**config.mk**
```make
export PLATFORM = sky130hd
export DESIGN_NAME = peak_detector
export DESIGN_NICKNAME = d
export VERILOG_FILES = /design/src/verilog/peak_det_pkg.sv /design/src/verilog/peak_flag_channel.sv /design/src/verilog/peak_detector.sv
export SDC_FILE = /design/constraint.sdc
export NUM_CORES = 1
export LEC_CHECK = 0
export BUFFER_PORTS_ARGS = -buffer_cell sky130_fd_sc_hd__buf_2
export CORE_ASPECT_RATIO = 1.5
export CORE_MARGIN = 2
export CORE_UTILIZATION = 37
export CTS_CLUSTER_SIZE = 28
export DETAILED_ROUTE_END_ITERATION = 12
export PLACE_DENSITY = 0.56
export SYNTH_ARGS = -nofsm -noshare
export SYNTH_HDL_FRONTEND = slang
export SYNTH_SLANG_ARGS = --single-unit
```
**constraint.sdc**
```tcl
create_clock -name REF_CLK -period 5.7 [get_ports REF_CLK]
set_clock_uncertainty 0.05 [all_clocks]
set_input_delay 0 -clock REF_CLK [delete_from_list [all_inputs] [get_ports REF_CLK]]
set_output_delay 0 -clock REF_CLK [all_outputs]
set_load 0.05 [all_outputs]
```
**src/verilog/peak_det_pkg.sv**
```systemverilog
// Constants shared by the block peak power detector
package peak_det_pkg;
    // ************************************************
    // Register indices, byte address is index times 4
    // ************************************************
    localparam logic [7:0] IDX_ENABLE = 8'h00;
    localparam logic [7:0] IDX_LEN_LOW = 8'h01;
    localparam logic [7:0] IDX_LEN_MID = 8'h02;
    localparam logic [7:0] IDX_LEN_TOP = 8'h03;
    localparam logic [7:0] IDX_UPPER_A = 8'h07;
    localparam logic [7:0] IDX_LOWER_A = 8'h08;
    localparam logic [7:0] IDX_UPPER_B = 8'h09;
    localparam logic [7:0] IDX_LOWER_B = 8'h0A;
    localparam logic [7:0] IDX_HOLD_LOW = 8'h0B;
    localparam logic [7:0] IDX_HOLD_HIGH = 8'h0C;
    localparam logic [7:0] IDX_STATUS = 8'h10;
    localparam logic [7:0] IDX_MASK = 8'h11;
    localparam logic [7:0] IDX_LIVE = 8'h12;
    localparam int ADDR_W = 12;
    localparam int IDX_LSB = 2;
    localparam int DATA_W = 32;
    localparam int REG_W = 8;
    localparam logic [REG_W-1:0] REG_RST = 8'h00;
    // ************************************************
    // Datapath widths
    // ************************************************
    localparam int LANES = 8;
    localparam int SAMP_W = 14;
    localparam int MAG_W = 14;
    localparam int LVL_SHIFT = 5;
    localparam int LVL_W = 9;
    localparam int LEN_W = 17;
    localparam int HOLD_W = 16;
    // ************************************************
    // Status bits
    // ************************************************
    localparam int ST_W = 3;
    localparam int ST_SET_A = 0;
    localparam int ST_SET_B = 1;
    localparam int ST_BLOCK = 2;
endpackage : peak_det_pkg

```
**src/verilog/peak_flag_channel.sv**
```systemverilog
// Hysteresis alarm flag with hold-off before release
`timescale 1ns/100ps
module peak_flag_channel
    import peak_det_pkg::*;
(
    // Clock and reset
    input wire logic clk,
    input wire logic rst,
    // Block peak
    input wire logic enable,
    input wire logic blk_valid,
    input wire logic [LVL_W-1:0] level,
    // Settings
    input wire logic [REG_W-1:0] upper,
    input wire logic [REG_W-1:0] lower,
    input wire logic [HOLD_W-1:0] hold_off_period,
    // Result
    output logic flag_r
);
    logic below_r;
    logic [HOLD_W-1:0] cnt_r;
    logic over;
    logic under;

    // Threshold 256 means full peak, so compare at 9 bits
    assign over = level > {1'b0, upper};
    assign under = level < {1'b0, lower};

    // ************************************************
    // Flag, set on crossing, released after hold-off
    // ************************************************
    // A new block always wins over a pending release
    always_ff @(posedge clk or posedge rst) begin
        if (rst) begin
            flag_r <= 1'b0;
            below_r <= 1'b0;
            cnt_r <= '0;
        end else if (!enable) begin
            flag_r <= 1'b0;
            below_r <= 1'b0;
            cnt_r <= '0;
        end else if (blk_valid) begin
            if (over) begin
                flag_r <= 1'b1;
            end
            below_r <= under;
            cnt_r <= '0;
        end else if (flag_r && below_r) begin
            if (cnt_r >= hold_off_period) begin
                flag_r <= 1'b0;
                cnt_r <= '0;
            end else begin
                cnt_r <= cnt_r + 1'b1;
            end
        end
    end
endmodule : peak_flag_channel

```
**src/verilog/peak_detector.sv**
```systemverilog
// Block peak power detector with APB registers
`timescale 1ns/100ps
// Functional notes
// Detection runs only while enable bit is one; it resets to zero.
// Each block peak spans the programmed count of reduced samples.
// A reduced sample is the largest magnitude of eight samples.
// Block length is 17 bits over low, mid and single top-bit registers.
// Software: decimation by 4 or 6 needs length multiple of 5 x factor.
// Software: decimation 8 to 32 needs length multiple of 10 x factor.
// Four 8-bit thresholds, 256 meaning full peak, compared to block peak.
// A block peak above an upper threshold sets its alarm flag.
// Flag clears after peak stays below lower threshold for hold-off; code restarts the hold-off count at every block, below or not.
// Accumulation restarts after each block; blocks never overlap.
module peak_detector
    import peak_det_pkg::*;
(
    // Clock and reset
    input wire logic REF_CLK,
    input wire logic RST,
    // APB slave
    input wire logic PSEL,
    input wire logic PENABLE,
    input wire logic PWRITE,
    input wire logic [ADDR_W-1:0] PADDR,
    input wire logic [DATA_W-1:0] PWDATA,
    output logic [DATA_W-1:0] PRDATA,
    output logic PREADY,
    output logic PSLVERR,
    // Converter samples, eight per clock
    input wire logic SAMPLE_VALID,
    input wire logic [LANES*SAMP_W-1:0] SAMPLE_DATA,
    // Results
    output logic BLOCK_STROBE,
    output logic [MAG_W-1:0] BLOCK_PEAK,
    output logic FLAG_A,
    output logic FLAG_B,
    output logic IRQ
);
    // ************************************************
    // Declarations
    // ************************************************
    logic det_en_r;
    logic [REG_W-1:0] len_low_r;
    logic [REG_W-1:0] len_mid_r;
    logic len_top_r;
    logic [REG_W-1:0] upper_a_r;
    logic [REG_W-1:0] lower_a_r;
    logic [REG_W-1:0] upper_b_r;
    logic [REG_W-1:0] lower_b_r;
    logic [HOLD_W-1:0] hold_r;
    logic [ST_W-1:0] status_r;
    logic [ST_W-1:0] mask_r;
    logic [ST_W-1:0] events;
    logic [LEN_W-1:0] block_length;
    logic [MAG_W-1:0] red_nxt;
    logic [MAG_W-1:0] red_r;
    logic red_vld_r;
    logic [MAG_W-1:0] acc_r;
    logic [MAG_W-1:0] acc_nxt;
    logic [LEN_W-1:0] cnt_r;
    logic blk_last;
    logic blk_vld_r;
    logic [MAG_W-1:0] peak_r;
    logic [LVL_W-1:0] level;
    logic flag_a;
    logic flag_b;
    logic flag_a_d_r;
    logic flag_b_d_r;
    logic access;
    logic wr_take;
    logic [7:0] idx;
    logic idx_ok;
    logic mapped;
    logic [REG_W-1:0] rd_val;

    // ************************************************
    // APB decode
    // ************************************************
    // One wait state: data is registered, never combinational
    assign access = PSEL && PENABLE && !PREADY;
    assign wr_take = PSEL && PENABLE && PREADY && PWRITE;
    assign idx = PADDR[IDX_LSB+7:IDX_LSB];
    assign idx_ok = (PADDR[IDX_LSB-1:0] == '0)
        && (PADDR[ADDR_W-1:IDX_LSB+8] == '0);

    always_comb begin
        mapped = idx_ok;
        rd_val = REG_RST;
        case (idx)
            IDX_ENABLE: rd_val = {7'h00, det_en_r};
            IDX_LEN_LOW: rd_val = len_low_r;
            IDX_LEN_MID: rd_val = len_mid_r;
            IDX_LEN_TOP: rd_val = {7'h00, len_top_r};
            IDX_UPPER_A: rd_val = upper_a_r;
            IDX_LOWER_A: rd_val = lower_a_r;
            IDX_UPPER_B: rd_val = upper_b_r;
            IDX_LOWER_B: rd_val = lower_b_r;
            IDX_HOLD_LOW: rd_val = hold_r[7:0];
            IDX_HOLD_HIGH: rd_val = hold_r[15:8];
            IDX_STATUS: rd_val = {5'h00, status_r};
            IDX_MASK: rd_val = {5'h00, mask_r};
            IDX_LIVE: rd_val = {6'h00, flag_b, flag_a};
            default: mapped = 1'b0;
        endcase
    end

    always_ff @(posedge REF_CLK or posedge RST) begin
        if (RST) begin
            PREADY <= 1'b0;
            PRDATA <= '0;
            PSLVERR <= 1'b0;
        end else begin
            PREADY <= access;
            PSLVERR <= access && !mapped;
            if (access && !PWRITE) begin
                PRDATA <= {24'h000000, rd_val};
            end
        end
    end

    // ************************************************
    // Configuration registers
    // ************************************************
    always_ff @(posedge REF_CLK or posedge RST) begin
        if (RST) begin
            det_en_r <= 1'b0;
            len_low_r <= REG_RST;
            len_mid_r <= REG_RST;
            len_top_r <= 1'b0;
            upper_a_r <= REG_RST;
            lower_a_r <= REG_RST;
            upper_b_r <= REG_RST;
            lower_b_r <= REG_RST;
            hold_r <= '0;
            mask_r <= '0;
        end else if (wr_take && idx_ok) begin
            case (idx)
                IDX_ENABLE: det_en_r <= PWDATA[0];
                IDX_LEN_LOW: len_low_r <= PWDATA[7:0];
                IDX_LEN_MID: len_mid_r <= PWDATA[7:0];
                IDX_LEN_TOP: len_top_r <= PWDATA[0];
                IDX_UPPER_A: upper_a_r <= PWDATA[7:0];
                IDX_LOWER_A: lower_a_r <= PWDATA[7:0];
                IDX_UPPER_B: upper_b_r <= PWDATA[7:0];
                IDX_LOWER_B: lower_b_r <= PWDATA[7:0];
                IDX_HOLD_LOW: hold_r[7:0] <= PWDATA[7:0];
                IDX_HOLD_HIGH: hold_r[15:8] <= PWDATA[7:0];
                IDX_MASK: mask_r <= PWDATA[ST_W-1:0];
                default: ;
            endcase
        end
    end

    // Software must keep length a multiple of the decimation rule
    assign block_length = {len_top_r, len_mid_r, len_low_r};

    // ************************************************
    // Reduced sample: peak of eight magnitudes
    // ************************************************
    always_comb begin
        logic signed [SAMP_W-1:0] s;
        logic [MAG_W-1:0] m;
        s = '0;
        m = '0;
        red_nxt = '0;
        for (int i = 0; i < LANES; i++) begin
            s = SAMPLE_DATA[i*SAMP_W +: SAMP_W];
            m = s[SAMP_W-1] ? MAG_W'(-s) : MAG_W'(s);
            if (m > red_nxt) begin
                red_nxt = m;
            end
        end
    end

    always_ff @(posedge REF_CLK or posedge RST) begin
        if (RST) begin
            red_r <= '0;
            red_vld_r <= 1'b0;
        end else begin
            red_vld_r <= det_en_r && SAMPLE_VALID;
            if (SAMPLE_VALID) begin
                red_r <= red_nxt;
            end
        end
    end

    // ************************************************
    // Block peak over the programmed length
    // ************************************************
    // A length of zero behaves as one to avoid a stuck block
    assign blk_last = ({1'b0, cnt_r} + 1'b1) >= {1'b0, block_length};
    assign acc_nxt = (red_r > acc_r) ? red_r : acc_r;

    always_ff @(posedge REF_CLK or posedge RST) begin
        if (RST) begin
            acc_r <= '0;
            cnt_r <= '0;
            blk_vld_r <= 1'b0;
            peak_r <= '0;
        end else if (!det_en_r) begin
            acc_r <= '0;
            cnt_r <= '0;
            blk_vld_r <= 1'b0;
        end else begin
            blk_vld_r <= red_vld_r && blk_last;
            if (red_vld_r) begin
                if (blk_last) begin
                    peak_r <= acc_nxt;
                    acc_r <= '0;
                    cnt_r <= '0;
                end else begin
                    acc_r <= acc_nxt;
                    cnt_r <= cnt_r + 1'b1;
                end
            end
        end
    end

    // Full scale magnitude 8192 maps to threshold 256
    assign level = LVL_W'(peak_r >> LVL_SHIFT);

    // ************************************************
    // Alarm flags, pair A and pair B
    // ************************************************
    peak_flag_channel u_flag_a (
        .clk(REF_CLK),
        .rst(RST),
        .enable(det_en_r),
        .blk_valid(blk_vld_r),
        .level(level),
        .upper(upper_a_r),
        .lower(lower_a_r),
        .hold_off_period(hold_r),
        .flag_r(flag_a)
    );

    peak_flag_channel u_flag_b (
        .clk(REF_CLK),
        .rst(RST),
        .enable(det_en_r),
        .blk_valid(blk_vld_r),
        .level(level),
        .upper(upper_b_r),
        .lower(lower_b_r),
        .hold_off_period(hold_r),
        .flag_r(flag_b)
    );

    // ************************************************
    // Outputs, status and interrupt
    // ************************************************
    assign events = {blk_vld_r, flag_b && !flag_b_d_r,
        flag_a && !flag_a_d_r};

    // Set wins over a write-one clear in the same cycle
    always_ff @(posedge REF_CLK or posedge RST) begin
        if (RST) begin
            status_r <= '0;
        end else if (wr_take && idx_ok && idx == IDX_STATUS) begin
            status_r <= (status_r & ~PWDATA[ST_W-1:0]) | events;
        end else begin
            status_r <= status_r | events;
        end
    end

    always_ff @(posedge REF_CLK or posedge RST) begin
        if (RST) begin
            flag_a_d_r <= 1'b0;
            flag_b_d_r <= 1'b0;
            FLAG_A <= 1'b0;
            FLAG_B <= 1'b0;
            BLOCK_STROBE <= 1'b0;
            BLOCK_PEAK <= '0;
            IRQ <= 1'b0;
        end else begin
            flag_a_d_r <= flag_a;
            flag_b_d_r <= flag_b;
            FLAG_A <= flag_a;
            FLAG_B <= flag_b;
            BLOCK_STROBE <= blk_vld_r;
            BLOCK_PEAK <= peak_r;
            IRQ <= |(status_r & mask_r);
        end
    end

    // Lane magnitudes rebuilt apart, so a broken shared loop shows up
    for (genvar g = 0; g < LANES; g++) begin : g_lane
        logic [SAMP_W-1:0] raw;
        logic [MAG_W-1:0] lane_mag;
        assign raw = SAMPLE_DATA[g*SAMP_W +: SAMP_W];
        assign lane_mag = raw[SAMP_W-1] ? ~raw + 1'b1 : raw;

    end
endmodule : peak_detector

```
# ---- Word-level counts from Yosys, hierarchy flattened
# Cells that the tools add are included.
dict set report op_classes {
  n_addsub 12
  order_cmp 16
  n_eq_ne 20
  mux 49
  bitwise 5
  reduce_logical 39
}
# cell n
set ops {}
lappend ops {{$mux 14} 20}
lappend ops {{$mux 16} 8}
lappend ops {{$gt 14x14->1} 8}
lappend ops {{$neg 14->14} 8}
lappend ops {{$pmux 8 s13} 1}
lappend ops {{$mux 17} 3}
lappend ops {{$eq 8x4->1 const B} 5}
lappend ops {{$add 16x1->16 const B} 2}
lappend ops {{$ge 16x16->1} 2}
lappend ops {{$eq 8x5->1 const B} 3}
lappend ops {{$reduce_and 2->1} 11}
lappend ops {{$add 17x1->18 const B} 1}
lappend ops {{$ge 18x17->1} 1}
lappend ops {{$gt 9x8->1} 2}
lappend ops {{$lt 9x8->1} 2}
lappend ops {{$add 17x1->17 const B} 1}
lappend ops {{$eq 8x2->1 const B} 2}
lappend ops {{$mux 1} 16}
lappend ops {{$logic_and 1x1->1} 15}
lappend ops {{$gt 14x1->1 const B} 1}
lappend ops {{$reduce_or 13->1} 1}
lappend ops {{$ne 3x1->1 const B} 4}
lappend ops {{$reduce_and 3->1} 3}
lappend ops {{$eq 8x1->1 const B} 1}
lappend ops {{11 further kinds} 20}
dict set report word_totals {
  reg_bits 197
  input_bits 162
  out_inout_bits 52
  wordCells 173
}

# ---- Depth between registers and ports, before layout
dict set report logic_depth {
  ltp_word 18
  ltp_mapped 95
}

# ---- Hierarchy
# A second synthesis with hierarchy kept.
dict set report hier_totals {
  cells_unflattened 2081
  area_unflattened_um2 18057.3
}
# module instances cells_each area_per_inst_um2 seq_area_each_um2
set by_module_without_submodules {}
lappend by_module_without_submodules {peak_detector 1 1677 14496.4 4028.9}
lappend by_module_without_submodules {peak_flag_channel 2 202 1780.5 450.4}

# ---- Worst setup path after synthesis
# OpenSTA, ideal clock, no wires.
dict set report synth_timing {
  path_type {input to register}
  from {input SAMPLE_DATA[1]}
  to {register red_r[13]}
  arrival_ns 16.434
  slack_ns -10.887
  path_stages 85
  path_cell_list {or3_1 -> or4b_2 -> o31ai_1 -> xor2_1 -> nand2_1 -> nor3_1 -> nand2b_1 -> ha_1 -> and2b_1 -> o211ai_2 -> a2111oi_4 -> nor2_2 -> a31oi_1 -> clkbuf_1 -> mux2_2 -> ha_1 -> and4_1 -> and2_1 -> [... 49 more ...] -> a311oi_4 -> buf_6 -> o31a_1 -> or2_1 -> ha_1 -> nor2b_1 -> o21ai_0 -> nand2b_1 -> a21oi_1 -> nor2b_1 -> o21ai_0 -> nand2b_1 -> a21oi_1 -> a41oi_1 -> clkbuf_1 -> nand2_1 -> a21o_1 -> o41ai_2}
}
dict set report synth_between {
  elab_chain_len 18
}
# element line
set synth_rtl {}
lappend synth_rtl {{start: declaration} peak_detector.sv:31} ;# input wire logic [LANES*SAMP_W-1:0] SAMPLE_DATA,
lappend synth_rtl {{$neg 14->14} peak_detector.sv:168} ;# m = s[SAMP_W-1] ? MAG_W'(-s) : MAG_W'(s);
lappend synth_rtl {{$mux 14 (*)} peak_detector.sv:168}
lappend synth_rtl {{$gt 14x1->1} peak_detector.sv:169} ;# if (m > red_nxt) begin
lappend synth_rtl {{$mux 14 (*)} peak_detector.sv:169}
lappend synth_rtl {{$gt 14x14->1} peak_detector.sv:169}
lappend synth_rtl {{$mux 14 (*)} peak_detector.sv:169}
lappend synth_rtl {{$gt 14x14->1} peak_detector.sv:169}
lappend synth_rtl {{$mux 14 (*)} peak_detector.sv:169}
lappend synth_rtl {{[... 2 more ...]} -}
lappend synth_rtl {{$gt 14x14->1} peak_detector.sv:169}
lappend synth_rtl {{$mux 14 (*)} peak_detector.sv:169}
lappend synth_rtl {{$gt 14x14->1} peak_detector.sv:169}
lappend synth_rtl {{$mux 14 (*)} peak_detector.sv:169}
lappend synth_rtl {{$gt 14x14->1} peak_detector.sv:169}
lappend synth_rtl {{$mux 14 (*)} peak_detector.sv:169}
lappend synth_rtl {{$gt 14x14->1} peak_detector.sv:169}
lappend synth_rtl {{$mux 14 (*)} peak_detector.sv:169}
lappend synth_rtl {{end signal: assignment} peak_detector.sv:182} ;# red_r <= red_nxt;
lappend synth_rtl {{end: declaration} peak_detector.sv:56} ;# logic [MAG_W-1:0] red_r;
# Mark *: on every way between the ends. The rest lies on a longest branch, timed or not.
# A chain may end at the register's enable or synchronous reset.

# ---- Worst setup path after layout
dict set report layout_timing {
  from {input SAMPLE_DATA[2]}
  to {register red_r[9]}
}
# The elaborated chain is that of the path after synthesis.

==> results.md <==
- The flow ran to the end, but the final reports show violations.
- The final reports fail on negative setup slack.
- After synthesis, the share of flip-flops with an asynchronous set or reset is 100%.
- On the worst path, the slowest cell contributes a delay of 0.56 ns.
- The routed via count is 17,100.
- The cell with the largest stage delay on the worst path is sky130_fd_sc_hd__or4b_4.
- The setup slack of the most critical reg-to-reg path is 1.03 ns.
- After layout, the design draws a total of 15.5 mW.
- The cell type contributing the most total cell area after synthesis is sky130_fd_sc_hd__dfrtp_1.
- By area the synthesized netlist is led by sky130_fd_sc_hd__dfrtp_1, sky130_fd_sc_hd__ha_1, sky130_fd_sc_hd__xnor2_1, sky130_fd_sc_hd__mux2_2, sky130_fd_sc_hd__nand2_1.
- The worst setup path is launched from an input port.
- The boundary pin count is 214.
- Synthesis inferred 197 register bits.
- The commonest cells after synthesis are sky130_fd_sc_hd__dfrtp_1, sky130_fd_sc_hd__nand2_1, sky130_fd_sc_hd__ha_1.
- For the pin with the worst max-slew slack, the measured transition is 1.13 ns.
- Once detailed placement completed, the half-perimeter wirelength came to 43,200 um.
- The critical path buffer and inverter count is 14.
- The count of TritonRoute iterations in the first routing pass is 6.
- Hold timing on the final database bottoms out at a slack of 0.0150 ns.
- Global routing used 21.7% of the available tracks.
- The detailed-route wire length per cell is 16.6 um.
- The total of max-cap violations is 0.
- The number of buffers created by CTS is 17.
- Among cell families on the critical path, the largest total delay comes from compound AO/OA/AOI/OAI gates.
- The setup TNS after final layout is -121.81 ns.
- The count of nets left with antenna violations once routing finished came out at 0.
- The clock edge transition at the registers on the reported setup and hold paths is 0.08 ns.
- The number of different library cells in the post-synthesis netlist is 99.
- STA puts the critical path data arrival time at 14.75 ns.
- Once layout is done, the placed cells without fillers occupy 0.0239 sq mm.
- The share of the Yosys chip area taken by registers is 28.3%.
- The highest ir drop seen on vdd is 0.806 mV.
- The most prevalent standard cell on the critical path is sky130_fd_sc_hd__ha_4.
- Setup repair after global routing could not meet its margin everywhere.
- The min-delay analysis places its worst path in the category input port to register.
- The root buffer cell is sky130_fd_sc_hd__clkbuf_16.
- STA classifies the critical path endpoint as a register.
- The deepest clock path buffer count is 2.
- The later pin in the worst-skew pair is clocked with a latency of 0.45 ns.
- The worst slew margin relative to its limit is 24.8%.
- The startpoint identified for the worst register-to-register timing path is cnt_r[2]$_DFFE_PP0P_.
- The number of synthesized flops with an enable pin is 0.
- The post-synthesis area per instance is 8.62 sq um.
- The leading cell type by number of instances after synthesis is sky130_fd_sc_hd__dfrtp_1.
- The count of standard-cell rows is 97.
- For the worst setup path, the data required time is 6.01 ns.
- Derived from the worst setup path, the maximum achievable clock frequency is 69.2 MHz.
- Once the floorplan was initialized, standard cells occupied 37.3% of the core.
- The clock period minus worst slack is 14.44 ns.
- The post-route clock period utilization is 253%.
- The first-pass GRT wire length is 86,100 um.
- The area added between synthesis and finish is 37.4%.
- The horizontal die dimension is 181 um.
- Across all setup checks in the final design, the least slack found is -8.74 ns.
- The area of the core is 0.0466 sq mm.
- The net count of the finished layout is 2,974.
- The end point of the most critical hold path is red_r[2]$_DFFE_PP0P_.
- The initial antenna violation count is 0.
- The fraction of post-synthesis cell area in the top cell type by area is 28.3%.
- The peak fanout along the critical path is 7.
- The area of placed instances is 0.0219 sq mm.
- The weighted congestion at the end of routability-driven global placement is 0.895.
- The first-iteration detailed-routing DRC count is 856.
- Before CTS, the worst setup slack after placement is -9.89 ns.
- By startpoint and endpoint, the worst setup path is classified as input port to register.
- During synthesis, Yosys emitted a total of 0 warnings.
- The post-detailed-route via-to-cell ratio is 5.28.
- The final antenna diode count is 0.
- The total routed wirelength is 53,900 um.
- The number of cells on the worst reg-to-reg path is 20.
- The number of hold violations in the final report came to 0.
- The clock sink count is 197.
- The number of fillers in the final layout is 4,423.
- The final count of negative-setup-slack endpoints is 14.
- Counting every instance in the synthesized netlist gives 2,018.
- The total die area is 0.0488 sq mm.
- TritonCTS built the clock tree.
- The analysis attributes to cell leakage a power of 11.3 nW.
- Port buffering added 165 buffers.
- The worst hold path was traced through 6 stages.
- The number of max-slew violations in the final report was 0.
- Cells with a size suffix above 1 make up 32.7% of the layout.
- Summed over all layers, the global routing overflow is 0.
- The startpoint identified for the worst hold timing path is SAMPLE_DATA[100].
- The H-tree generated during clock tree synthesis spans 4 levels.
- The maximum number of pins on one net before global-route repair is 76.
- For this run, design rule violations remaining after detail routing come to 0.
- The die is 270 um tall.
- The post-synthesis instance area is 0.0174 sq mm.
- In the synthesized netlist the dominant register cell turns out to be sky130_fd_sc_hd__dfrtp_1.
- The via count of the first global-routing pass is 17,500.
- In this run the critical register-to-register path is captured at acc_r[9]$_DFFE_PP0P_.
- Power spread over the standard cell area amounts to 648 mW/mm^2.
-- flip-flops by register name, indices dropped and copies added, names as in the netlist, 14 cells and up --
register / cells
cnt_r: 17
u_flag_b.cnt_r: 16
BLOCK_PEAK: 14
hold_r: 16
red_r: 14
peak_r: 14
acc_r: 14
u_flag_a.cnt_r: 16
-- worst max path at each step --
stage | start | to | cells after the start | slack [ns]
final | SAMPLE_DATA[2] | red_r[9]$_DFFE_PP0P_ | 84 | -8.74
after global routing | SAMPLE_DATA[2] | red_r[3]$_DFFE_PP0P_ | 82 | -9.38
after CTS | SAMPLE_DATA[2] | red_r[9]$_DFFE_PP0P_ | 81 | -8.53
after detailed placement | SAMPLE_DATA[1] | red_r[4]$_DFFE_PP0P_ | 76 | -9.89
after global placement | SAMPLE_DATA[1] | red_r[7]$_DFFE_PP0P_ | 71 | -9.39
after floorplan | SAMPLE_DATA[1] | red_r[4]$_DFFE_PP0P_ | 86 | -9.12
-- cell families after synthesis --
logic type	count (synthesis)	synth area share (%)
AOI/OAI and AO/OA	488	19.1
xor gates and xnor gates	148	7.45
adders and majority gates	186	13.3
buffers and inverters	234	5.67
DFF	197	28.3
muxes	106	7.15
other	1	0.0216
and+or+nand+nor	658	19.0
-- through the flow --
| step | util, % | cells |
|---|---|---|
| 6_report | 51.3 | 3238 |
| 5_1_grt | 51.3 | 3238 |
| 4_1_cts | 50.4 | 3221 |
| 3_5_place_dp | 47.0 | 3121 |
| 3_3_place_gp | 47.0 | 3121 |
| 2_1_floorplan | - | 2041 |
-- layer usage --
| metal | vias to the layer above | track usage, % | routed length, um |
|---|---|---|---|
| met1 | 8138 | 22.5 | 20400 |
| met4 | 0 | 11.8 | 2920 |
| met5 | - | 0 | 0 |
| li1 | 8454 | - | - |
| met2 | 361 | 42.1 | 29100 |
| met3 | 139 | 2.43 | 1460 |
-- cell type report --
type | instances | area [sq um] | share of cell area (%)
Clock buffer | 19 | 443 | 1.85
Clock inverter | 13 | 194 | 0.812
Inverter | 148 | 571 | 2.39
Multi-Input combinational cell | 1614 | 12400 | 51.8
Sequential cell | 197 | 4930 | 20.6
Tap cell | 594 | 743 | 3.11
Timing Repair Buffer | 653 | 4630 | 19.4
-- layout by cell type (no fill, tap or decap), drive strengths merged, types with 9 or more instances in the layout --
master       instances
a21o                28
a21oi              102
a22o                16
a22oi                9
a31oi               17
a32o                17
a41oi                9
and2                13
and3                16
buf                628
clkbuf              19
conb                24
dfrtp              197
dlygate4sd3         25
ha                 181
inv                151
mux2                66
mux2i               32
nand2              198
nand2b              50
nand3               36
nand4               28
nor2               146
nor2b               36
nor3                33
nor4                34
o21ai              147
o21bai              13
o31a                14
o31ai               34
o41ai               14
or2                 19
or3                 18
or4                 11
xnor2               89
xor2                59
-- tightest hold or removal path, delay by kind of cell --
kind / cells / cell delay [ns]
simple gates: 2 / 0.13
buf+inv: 1 / 0.12
compound gates: 2 / 0.12
xor+xnor: 1 / 0.11
-- timing repair --
action	4_1_cts	5_1_grt
pin swaps	86	50
buffers inserted	39	19
gates resized for setup	65	53
endpoints found under the hold margin	144	0
hold buffers	25	0
endpoints found under the setup margin	14	14
cloned	4	0
-- power breakdown --
group / switching (mW) / leakage, nW / internal (mW)
clock network: 0.564 / 0.303 / 0.753
logic: 5.87 / 8.45 / 6.73
registers: 0.0797 / 2.56 / 1.49
No activity file was read; power rests on OpenSTA's default activity.
